<file path="config.mk">
export PLATFORM = sky130hd
export DESIGN_NAME = sbol_loader
export DESIGN_NICKNAME = d
export VERILOG_FILES = /design/src/design/sbol_loader.v
export VERILOG_INCLUDE_DIRS = /design/src /design/src/design
export SDC_FILE = /design/constraint.sdc
export NUM_CORES = 1
export LEC_CHECK = 0
export BUFFER_PORTS_ARGS = -buffer_cell sky130_fd_sc_hd__clkbuf_2
export CORE_ASPECT_RATIO = 1.25
export CORE_MARGIN = 2
export CORE_UTILIZATION = 40
export DETAILED_ROUTE_END_ITERATION = 7
export PLACE_DENSITY_LB_ADDON = 0.2
export SLEW_MARGIN = 40
export SYNTH_ARGS = -nofsm -noshare
export SYNTH_HDL_FRONTEND = slang
export SYNTH_SLANG_ARGS = --single-unit
</file>
<file path="constraint.sdc">
create_clock -name clk -period 12.15 [get_ports clk]
set_clock_uncertainty 0.1 [all_clocks]
set_input_delay 0.6075 -clock clk [delete_from_list [all_inputs] [get_ports clk]]
set_output_delay 0.6075 -clock clk [all_outputs]
set_load 0.01 [all_outputs]
</file>
<file path="src/design/sbol_consts.vh">
`ifndef SBOL_CONSTS_VH
`define SBOL_CONSTS_VH
// security register fields
`define SBOL_SEC_JTAG_OFF 0
`define SBOL_SEC_LINK_OFF 1
`define SBOL_SEC_OTP_BOOT 5
`define SBOL_SEC_REDUND 7
`define SBOL_SEC_LOCK_LO 8
`define SBOL_SEC_MASTER_LOCK 12
`define SBOL_SEC_JTAG_OTP_OFF 13
`define SBOL_SEC_DBG_OFF 14
`define SBOL_SEC_GP_HI 21
`define SBOL_SEC_GP_LO 15
`define SBOL_SEC_UID_HI 31
`define SBOL_SEC_UID_LO 22
`define SBOL_SEC_RESET 32'h00000000
// image layout and checksum
`define SBOL_CRC_POLY 32'hedb88320
`define SBOL_CRC_INIT 32'hffffffff
`define SBOL_CRC_SKIP 32'h0d15ab1e
`define SBOL_RAM_BASE 15'h0000
// otp geometry: 4 sectors of 512 rows
`define SBOL_OTP_AW 11
`define SBOL_OTP_SECT_HI 10
`define SBOL_OTP_SECT_LO 9
`define SBOL_FLASH_AW 19
`define SBOL_RAM_AW 15
// otp programming port resource ids
`define SBOL_RES_PGM_ADDR 24'h100200
`define SBOL_RES_PGM_DATA 24'h200100
`define SBOL_RES_PGM_CTRL 24'h100300
`define SBOL_CTRL_GO 0
`define SBOL_CTRL_SEC_TGT 1
`endif

</file>
<file path="src/design/sbol_loader.v">
`include "sbol_consts.vh"

////////////////////////////////////////////////////////////////////////////////
// How it works
// - bit 5 selects otp boot, else flash
// - image opens with 32-bit word count
// - crc trailer; magic value skips check
// - size and crc little-endian bytes
// - program from ram base, started there
// - crc covers size word and program
// - reflected edb88320, preset ones, inverted
// - bit 0 blocks test port access
// - bit 1 refuses switch state access
// - bit 7 enables otp redundant rows
// - bits 8..11 lock sectors 0..3
// - bit 12 locks all otp programming
// - bit 13 denies test port otp access
// - bit 14 ignores global debug pin
// - bits 21:15 general purpose readable field
// - bits 31:22 test user code extension
// - security word loaded before boot choice
// - otp image copied to sram, run first
// - otp is four sectors of 512 rows
// - programming address port id 100200
// - programming data port id 200100
// - programming control port id 100300
module sbol_loader (
  // clock and reset
  input wire clk,
  input wire rst,
  // otp read port
  output reg otp_rd_req,
  output reg otp_rd_sec,
  output reg [`SBOL_OTP_AW-1:0] otp_rd_addr,
  input wire otp_rd_valid,
  input wire [31:0] otp_rd_data,
  // flash read port
  output reg flash_rd_req,
  output reg [`SBOL_FLASH_AW-1:0] flash_rd_addr,
  input wire flash_rd_valid,
  input wire [31:0] flash_rd_data,
  // ram write port
  output reg ram_wr_valid,
  output reg [`SBOL_RAM_AW-1:0] ram_wr_addr,
  output reg [31:0] ram_wr_data,
  input wire ram_wr_ready,
  // boot result
  output reg exec_start,
  output reg [`SBOL_RAM_AW-1:0] exec_addr,
  output reg boot_done,
  output reg boot_fail,
  output reg sec_loaded,
  output reg [31:0] tile_security_config,
  // security gating
  input wire jtag_req,
  output reg jtag_grant,
  input wire jtag_otp_req,
  output reg jtag_otp_grant,
  input wire link_ps_req,
  output reg link_ps_grant,
  output reg link_ps_refuse,
  input wire global_debug,
  output reg debug_req,
  output reg otp_redund_en,
  output reg [6:0] sec_gp_field,
  output reg [9:0] jtag_user_ext,
  // otp programming ports
  input wire port_we,
  input wire [23:0] port_res_id,
  input wire [31:0] port_wdata,
  output reg pgm_go,
  output reg pgm_sec_tgt,
  output reg [15:0] pgm_addr,
  output reg [31:0] pgm_data,
  output reg pgm_reject
);

  // one-hot states
  localparam [6:0] S_SEC = 7'h01;
  localparam [6:0] S_SIZE = 7'h02;
  localparam [6:0] S_PROG = 7'h04;
  localparam [6:0] S_CRC = 7'h08;
  localparam [6:0] S_DRAIN = 7'h10;
  localparam [6:0] S_RUN = 7'h20;
  localparam [6:0] S_FAIL = 7'h40;

  // reflected crc over one word, byte 0 bit 0 first
  function [31:0] crc_word;
    input [31:0] c;
    input [31:0] d;
    integer i;
    reg [31:0] r;
    begin
      r = c;
      for (i = 0; i < 32; i = i + 1) begin
        if (r[0] ^ d[i])
          r = (r >> 1) ^ `SBOL_CRC_POLY;
        else
          r = r >> 1;
      end
      crc_word = r;
    end
  endfunction

  reg [6:0] state;
  reg [6:0] next_state;
  reg from_otp;
  reg [31:0] size;
  reg [31:0] cnt;
  reg [31:0] crc;
  reg [15:0] pgm_ctrl;
  reg rd_busy;
  // second buffer entry; first entry is the ram port itself
  reg b1_v;
  reg [`SBOL_RAM_AW-1:0] b1_addr;
  reg [31:0] b1_data;

  wire src_valid;
  wire [31:0] src_data;
  wire word_in;
  wire buf_ready;
  wire push;
  wire pop;
  wire want_rd;
  wire crc_ok;
  wire [1:0] sect;
  wire sect_lock;

  ////////////////////////////////////////////////////////////////////////////
  // source mux
  // same image walk for flash
  assign src_valid = from_otp ? otp_rd_valid : flash_rd_valid;
  assign src_data = from_otp ? otp_rd_data : flash_rd_data;
  assign word_in = rd_busy & ((otp_rd_req & otp_rd_valid) | (flash_rd_req & flash_rd_valid));
  // buffer takes a word only while its spare slot is free
  assign buf_ready = ~b1_v;
  assign pop = ram_wr_valid & ram_wr_ready;
  assign push = word_in & state[2];
  // only fetch program words when they can be stored
  assign want_rd = ~rd_busy & (state[1] | state[3] | (state[2] & buf_ready));
  assign crc_ok = (src_data == `SBOL_CRC_SKIP) | (src_data == ~crc);

  ////////////////////////////////////////////////////////////////////////////
  // next state
  always @* begin
    next_state = state;
    case (state)
      S_SEC: begin
        if (word_in)
          next_state = S_SIZE;
      end
      S_SIZE: begin
        if (word_in)
          next_state = (src_data == 32'h00000000) ? S_CRC : S_PROG;
      end
      S_PROG: begin
        if (push && cnt == size - 32'h00000001)
          next_state = S_CRC;
      end
      S_CRC: begin
        if (word_in)
          next_state = crc_ok ? S_DRAIN : S_FAIL;
      end
      S_DRAIN: begin
        if (~ram_wr_valid && ~b1_v)
          next_state = S_RUN;
      end
      S_RUN: next_state = S_RUN;
      S_FAIL: next_state = S_FAIL;
      default: next_state = S_FAIL;
    endcase
  end

  ////////////////////////////////////////////////////////////////////////////
  // boot sequencer and source reads
  always @(posedge clk or posedge rst) begin
    if (rst) begin
      state <= S_SEC;
      from_otp <= 1'b0;
      size <= 32'h00000000;
      cnt <= 32'h00000000;
      crc <= `SBOL_CRC_INIT;
      rd_busy <= 1'b0;
      otp_rd_req <= 1'b0;
      otp_rd_sec <= 1'b0;
      otp_rd_addr <= {`SBOL_OTP_AW{1'b0}};
      flash_rd_req <= 1'b0;
      flash_rd_addr <= {`SBOL_FLASH_AW{1'b0}};
      tile_security_config <= `SBOL_SEC_RESET;
      sec_loaded <= 1'b0;
      exec_start <= 1'b0;
      exec_addr <= `SBOL_RAM_BASE;
      boot_done <= 1'b0;
      boot_fail <= 1'b0;
    end else begin
      state <= next_state;
      exec_start <= 1'b0;
      if (state[0] && ~rd_busy) begin
        rd_busy <= 1'b1;
        otp_rd_req <= 1'b1;
        otp_rd_sec <= 1'b1;
      end else if (want_rd) begin
        rd_busy <= 1'b1;
        // otp boot from row 0 or flash
        if (from_otp) begin
          otp_rd_req <= 1'b1;
          otp_rd_sec <= 1'b0;
          // size at row 0, program from row 1, crc word right after the program
          otp_rd_addr <= cnt[`SBOL_OTP_AW-1:0] + {{(`SBOL_OTP_AW-1){1'b0}}, ~state[1]};
        end else begin
          flash_rd_req <= 1'b1;
          // same word offsets as the otp walk
          flash_rd_addr <= cnt[`SBOL_FLASH_AW-1:0]
            + {{(`SBOL_FLASH_AW-1){1'b0}}, ~state[1]};
        end
      end
      if (word_in) begin
        rd_busy <= 1'b0;
        otp_rd_req <= 1'b0;
        flash_rd_req <= 1'b0;
      end
      if (word_in && state[0]) begin
        tile_security_config <= otp_rd_data;
        sec_loaded <= 1'b1;
        from_otp <= otp_rd_data[`SBOL_SEC_OTP_BOOT];
      end
      if (word_in && state[1]) begin
        size <= src_data;
        crc <= crc_word(`SBOL_CRC_INIT, src_data);
      end
      if (push) begin
        cnt <= cnt + 32'h00000001;
        crc <= crc_word(crc, src_data);
      end
      if (state[4] && next_state[5]) begin
        exec_start <= 1'b1;
        exec_addr <= `SBOL_RAM_BASE;
        boot_done <= 1'b1;
      end
      if (state[3] && next_state[6])
        boot_fail <= 1'b1;
    end
  end

  ////////////////////////////////////////////////////////////////////////////
  // two-entry buffer toward ram
  always @(posedge clk or posedge rst) begin
    if (rst) begin
      ram_wr_valid <= 1'b0;
      ram_wr_addr <= `SBOL_RAM_BASE;
      ram_wr_data <= 32'h00000000;
      b1_v <= 1'b0;
      b1_addr <= `SBOL_RAM_BASE;
      b1_data <= 32'h00000000;
    end else begin
      if (pop) begin
        if (b1_v) begin
          ram_wr_addr <= b1_addr;
          ram_wr_data <= b1_data;
          b1_v <= push;
          b1_addr <= `SBOL_RAM_BASE + cnt[`SBOL_RAM_AW-1:0];
          b1_data <= src_data;
        end else begin
          ram_wr_valid <= push;
          ram_wr_addr <= `SBOL_RAM_BASE + cnt[`SBOL_RAM_AW-1:0];
          ram_wr_data <= src_data;
        end
      end else if (~ram_wr_valid) begin
        ram_wr_valid <= push;
        ram_wr_addr <= `SBOL_RAM_BASE + cnt[`SBOL_RAM_AW-1:0];
        ram_wr_data <= src_data;
      end else if (push) begin
        b1_v <= 1'b1;
        b1_addr <= `SBOL_RAM_BASE + cnt[`SBOL_RAM_AW-1:0];
        b1_data <= src_data;
      end
    end
  end

  ////////////////////////////////////////////////////////////////////////////
  // security gating, closed until security word is loaded
  always @(posedge clk or posedge rst) begin
    if (rst) begin
      jtag_grant <= 1'b0;
      jtag_otp_grant <= 1'b0;
      link_ps_grant <= 1'b0;
      link_ps_refuse <= 1'b0;
      debug_req <= 1'b0;
      otp_redund_en <= 1'b0;
      sec_gp_field <= 7'h00;
      jtag_user_ext <= 10'h000;
    end else begin
      jtag_grant <= jtag_req & sec_loaded & ~tile_security_config[`SBOL_SEC_JTAG_OFF];
      jtag_otp_grant <= jtag_otp_req & sec_loaded
        & ~tile_security_config[`SBOL_SEC_JTAG_OTP_OFF]
        & ~tile_security_config[`SBOL_SEC_JTAG_OFF];
      link_ps_grant <= link_ps_req & sec_loaded & ~tile_security_config[`SBOL_SEC_LINK_OFF];
      link_ps_refuse <= link_ps_req & (~sec_loaded | tile_security_config[`SBOL_SEC_LINK_OFF]);
      debug_req <= global_debug & sec_loaded & ~tile_security_config[`SBOL_SEC_DBG_OFF];
      otp_redund_en <= sec_loaded & tile_security_config[`SBOL_SEC_REDUND];
      sec_gp_field <= tile_security_config[`SBOL_SEC_GP_HI:`SBOL_SEC_GP_LO];
      jtag_user_ext <= tile_security_config[`SBOL_SEC_UID_HI:`SBOL_SEC_UID_LO];
    end
  end

  ////////////////////////////////////////////////////////////////////////////
  // otp programming ports
  // sector from row address bits
  assign sect = pgm_addr[`SBOL_OTP_SECT_HI:`SBOL_OTP_SECT_LO];
  assign sect_lock = tile_security_config[`SBOL_SEC_LOCK_LO + sect];

  always @(posedge clk or posedge rst) begin
    if (rst) begin
      pgm_addr <= 16'h0000;
      pgm_data <= 32'h00000000;
      pgm_ctrl <= 16'h0000;
      pgm_go <= 1'b0;
      pgm_sec_tgt <= 1'b0;
      pgm_reject <= 1'b0;
    end else begin
      pgm_go <= 1'b0;
      pgm_reject <= 1'b0;
      if (port_we && port_res_id == `SBOL_RES_PGM_ADDR)
        pgm_addr <= port_wdata[15:0];
      if (port_we && port_res_id == `SBOL_RES_PGM_DATA)
        pgm_data <= port_wdata;
      if (port_we && port_res_id == `SBOL_RES_PGM_CTRL) begin
        pgm_ctrl <= port_wdata[15:0];
        if (port_wdata[`SBOL_CTRL_GO]) begin
          pgm_sec_tgt <= port_wdata[`SBOL_CTRL_SEC_TGT];
          if (~sec_loaded || tile_security_config[`SBOL_SEC_MASTER_LOCK]
              || (~port_wdata[`SBOL_CTRL_SEC_TGT] && sect_lock))
            pgm_reject <= 1'b1;
          else
            pgm_go <= 1'b1;
        end
      end
    end
  end

endmodule // sbol_loader

</file>
==> flow_summary_export.csv <==
group,metric,value,unit
setup_path,arrival,6.13,ns
run,maxCapViolCount,0,
setup_path,critPathBufInv,2,
logic_synthesis,synthCells,2014,
clock_tree,cts_buffers,39,
power,p_int,4390,uW
setup_path,critPathMaxFanout,36,
clock_tree,clock_latency,0.59,ns
grt,grt_max_degree,120,
route,ant_nets,0,
floorplan,dieHeight,264,um
route,drcViolationCount,0,
power,pwr_density_cell,308,nW/um^2
clock_tree,cts_setup_buffers,0,
timing,layout_min_cycle_time,5.75,ns
setup_path,crit_top_cell,"xnor2_1",
clock_tree,cts_tree,"yes",
logic_synthesis,ys_warn_count,0,
grt,gr-usage-all-layers,24.2,%
floorplan,start_util,40.4,%
timing,finalCritPeriodShare,47.3,%
route,drt_pass1_iterations,5,
worst_hold_path,hold_path_class,"primary input to asynchronous set/reset pin",
route,vias,15700,
power,power.share.combinational,70.0,%
logic_synthesis,synth_edf_count,0,
timing,setup_ws,6.40,ns
timing,slew_headroom,44.3,%
timing,max_freq,0.174,GHz
power,power.leakage,0.0120,uW
clock_tree,clockBufferDepth,3,
setup_path,crit_path_end_kind,"register",
timing,hold_violations,13,
setup_path,worstPathRequired,12.53,ns
power,p_clk_share,15.2,%
finish,fin_nets,2455,
grt,overflow,0,
logic_synthesis,synthFlopType,"dfrtp_1",
placement,place_hpwl,52300,um
finish,drive_gt1_share,27.0,%
clock_tree,cts_hold_buf,0,
placement,pre_cts_slack,6.52,ns
timing,setup_viol,0,
power,p_seq_share,14.8,%
placement,portBuffers,320,
route,drt_iter0_drc,1017,
finish,nFillCells,5032,
clock_tree,cts_resized,0,
clock_tree,clock-sinks,343,
timing,final_max_slew_viol_count,0,
power,swShare,43.8,%
grt,grt_pass1_wl,102000,um
setup_path,worstSetupPathType,"register to register",
setup_path,cp-start-kind,"register",
setup_path,path_cells,"buf_4, mux2i_1, buf_4, xnor2_1, xnor2_1, xnor2_1, xor3_4, xnor2_2, xnor2_1, xnor3_1, xor2_1, a22oi_1, o22a_1",
placement,dpl_cell_area,24100,um^2
power,peakVddDrop,335,uV
floorplan,core.rowCount,95,
route,wl_per_cell,22.1,um
floorplan,die_x,212,um
route,vias_per_cell,5.13,
power,power.total,7810,uW
timing,setup_tns,0,ns
setup_path,crit_slowest_cell,"dfrtp_4",
clock_tree,htree_levels,2,
run_status,violations,"hold timing",
grt,antenna_found_initial,3,
route,postRouteWirelength,67700,um
clock_tree,clk_pin_slew,0.06,ns
finish,fin_area,25400,um^2
power,p_switching,3420,uW
logic_synthesis,netlist-cell-type-count,69,
finish,final_cell_mix,"345 x xnor2_1, 320 x clkbuf_2, 309 x dfrtp_1",
finish,fin_util,47.4,%
finish,areaGrowthSynthToFinish,17.2,%
logic_synthesis,async_reset_ff_share,100,%
placement,place_congestion,0.906,
setup_path,cpLargestDelayFamily,"XOR/XNOR gates",
finish,layout_commonest_cell,"xnor2_1",
setup_path,max_stage_delay,0.75,ns
floorplan,core_area,53600,um^2
logic_synthesis,syn_area_per_cell,10.8,um^2
timing,rsz0062_at_grt,"false",
logic_synthesis,yosysSeqAreaShare,39.8,%
floorplan,ios,336,
grt,grt_pass1_vias,16000,
run_status,outcome,"complete, but fails checks",
logic_synthesis,netlist_area,21700,um^2
timing,hold_ws,-0.0179,ns
floorplan,dieArea,56000,um^2
clock_tree,clock-root-buffer,"clkbuf_16",
logic_synthesis,ys_ff_latch,343,
timing,worst_pin_slew,0.827,ns
## power groups by stage
stage	logic [uW]	clock network, uW	registers [uW]
6_report	5470	1190	1150
4_1_cts	5480	1210	1160
5_1_grt	5810	1260	1160
2_1_floorplan	4230	0	1180
3_5_place_dp	5440	0	1180
3_3_place_gp	5500	0	1180
## logic make-up (layout without fill, tap and decap cells)
kind of cell	Yosys count	after routing	synth area share (%)
other	1	16	0.0173
xor gates and xnor gates	596	596	30.2
adders and majority gates	12	12	0.693
muxes	171	171	9.05
and+or+nand+nor	478	478	10.2
buffers and inverters	134	446	2.85
DFF	343	343	39.8
AOI/OAI and AO/OA	279	279	7.15
## synth_stat cells (27+ instances only)
cell type  count  share of area, %
a21oi_1       97               2.2
clkbuf_1      80               1.4
dfrtp_1      310                36
dfstp_2       33               4.0
mux2_2       100               5.2
mux2i_1       52               2.4
nand2_1      163               2.8
nand3_1       27              0.62
nor2_1       147               2.5
o21ai_0      121               2.8
xnor2_1      345                14
xnor3_1       54               5.6
xor2_1       149               6.0
## through the flow
step	instances	hold WS (ns)
after floorplan	2028	0.330
after global placement	2997	0.287
after detailed placement	2999	0.289
after CTS	3067	0.0968
after global routing	3068	0.0296
final	3068	-0.0179
## layout make-up
class	instances	area [um^2]	area share [%]
Antenna cell	1	2.50	0.00986
Clock buffer	54	1090	4.30
Clock inverter	14	185	0.729
Inverter	18	80.1	0.315
Multi-Input combinational cell	1551	12500	49.4
Sequential cell	343	8630	34.0
Tap cell	727	910	3.58
Timing Repair Buffer	360	1950	7.69
## per-layer routing
metal	wire length [um]	track usage [%]
met5	27	0
met4	2450	8.72
met3	2880	3.28
met2	34000	42.1
met1	28400	30.6
## state kept, by name, indices dropped and copies added (netlist names), 16 cells and up
signal / count
b1_data: 32
cnt: 32
crc: 32
pgm_data: 32
ram_wr_data: 32
size: 32
tile_security_config: 32
flash_rd_addr: 19
pgm_addr: 16
## path summary, 6_finish.rpt
path / from / end / slack (ns) / depth (start not counted)
worst min register to register: tile_security_config[23] / jtag_user_ext[1] / 0.30 / 0
min in group clk: global_debug / debug_req / 0.12 / 3
worst max-delay path: tile_security_config[5] / crc[11] / 6.40 / 13
worst min-delay path: rst / ram_wr_data[31] / -0.02 / 2
max in group asynchronous: rst / tile_security_config[5] / 10.18 / 4
worst max register to register: tile_security_config[5] / crc[11] / 6.40 / 13
## worst register-to-register path: cells and delay by family (launching register included)
family                 cells  cell delay (ns)
buffers and inverters      2             0.85
XOR/XNOR                   8             3.41
AO/OA/AOI/OAI              2             0.35
flip-flops                 1             0.75
multiplexers               1             0.19
Power figures use the tool's default switching activity.
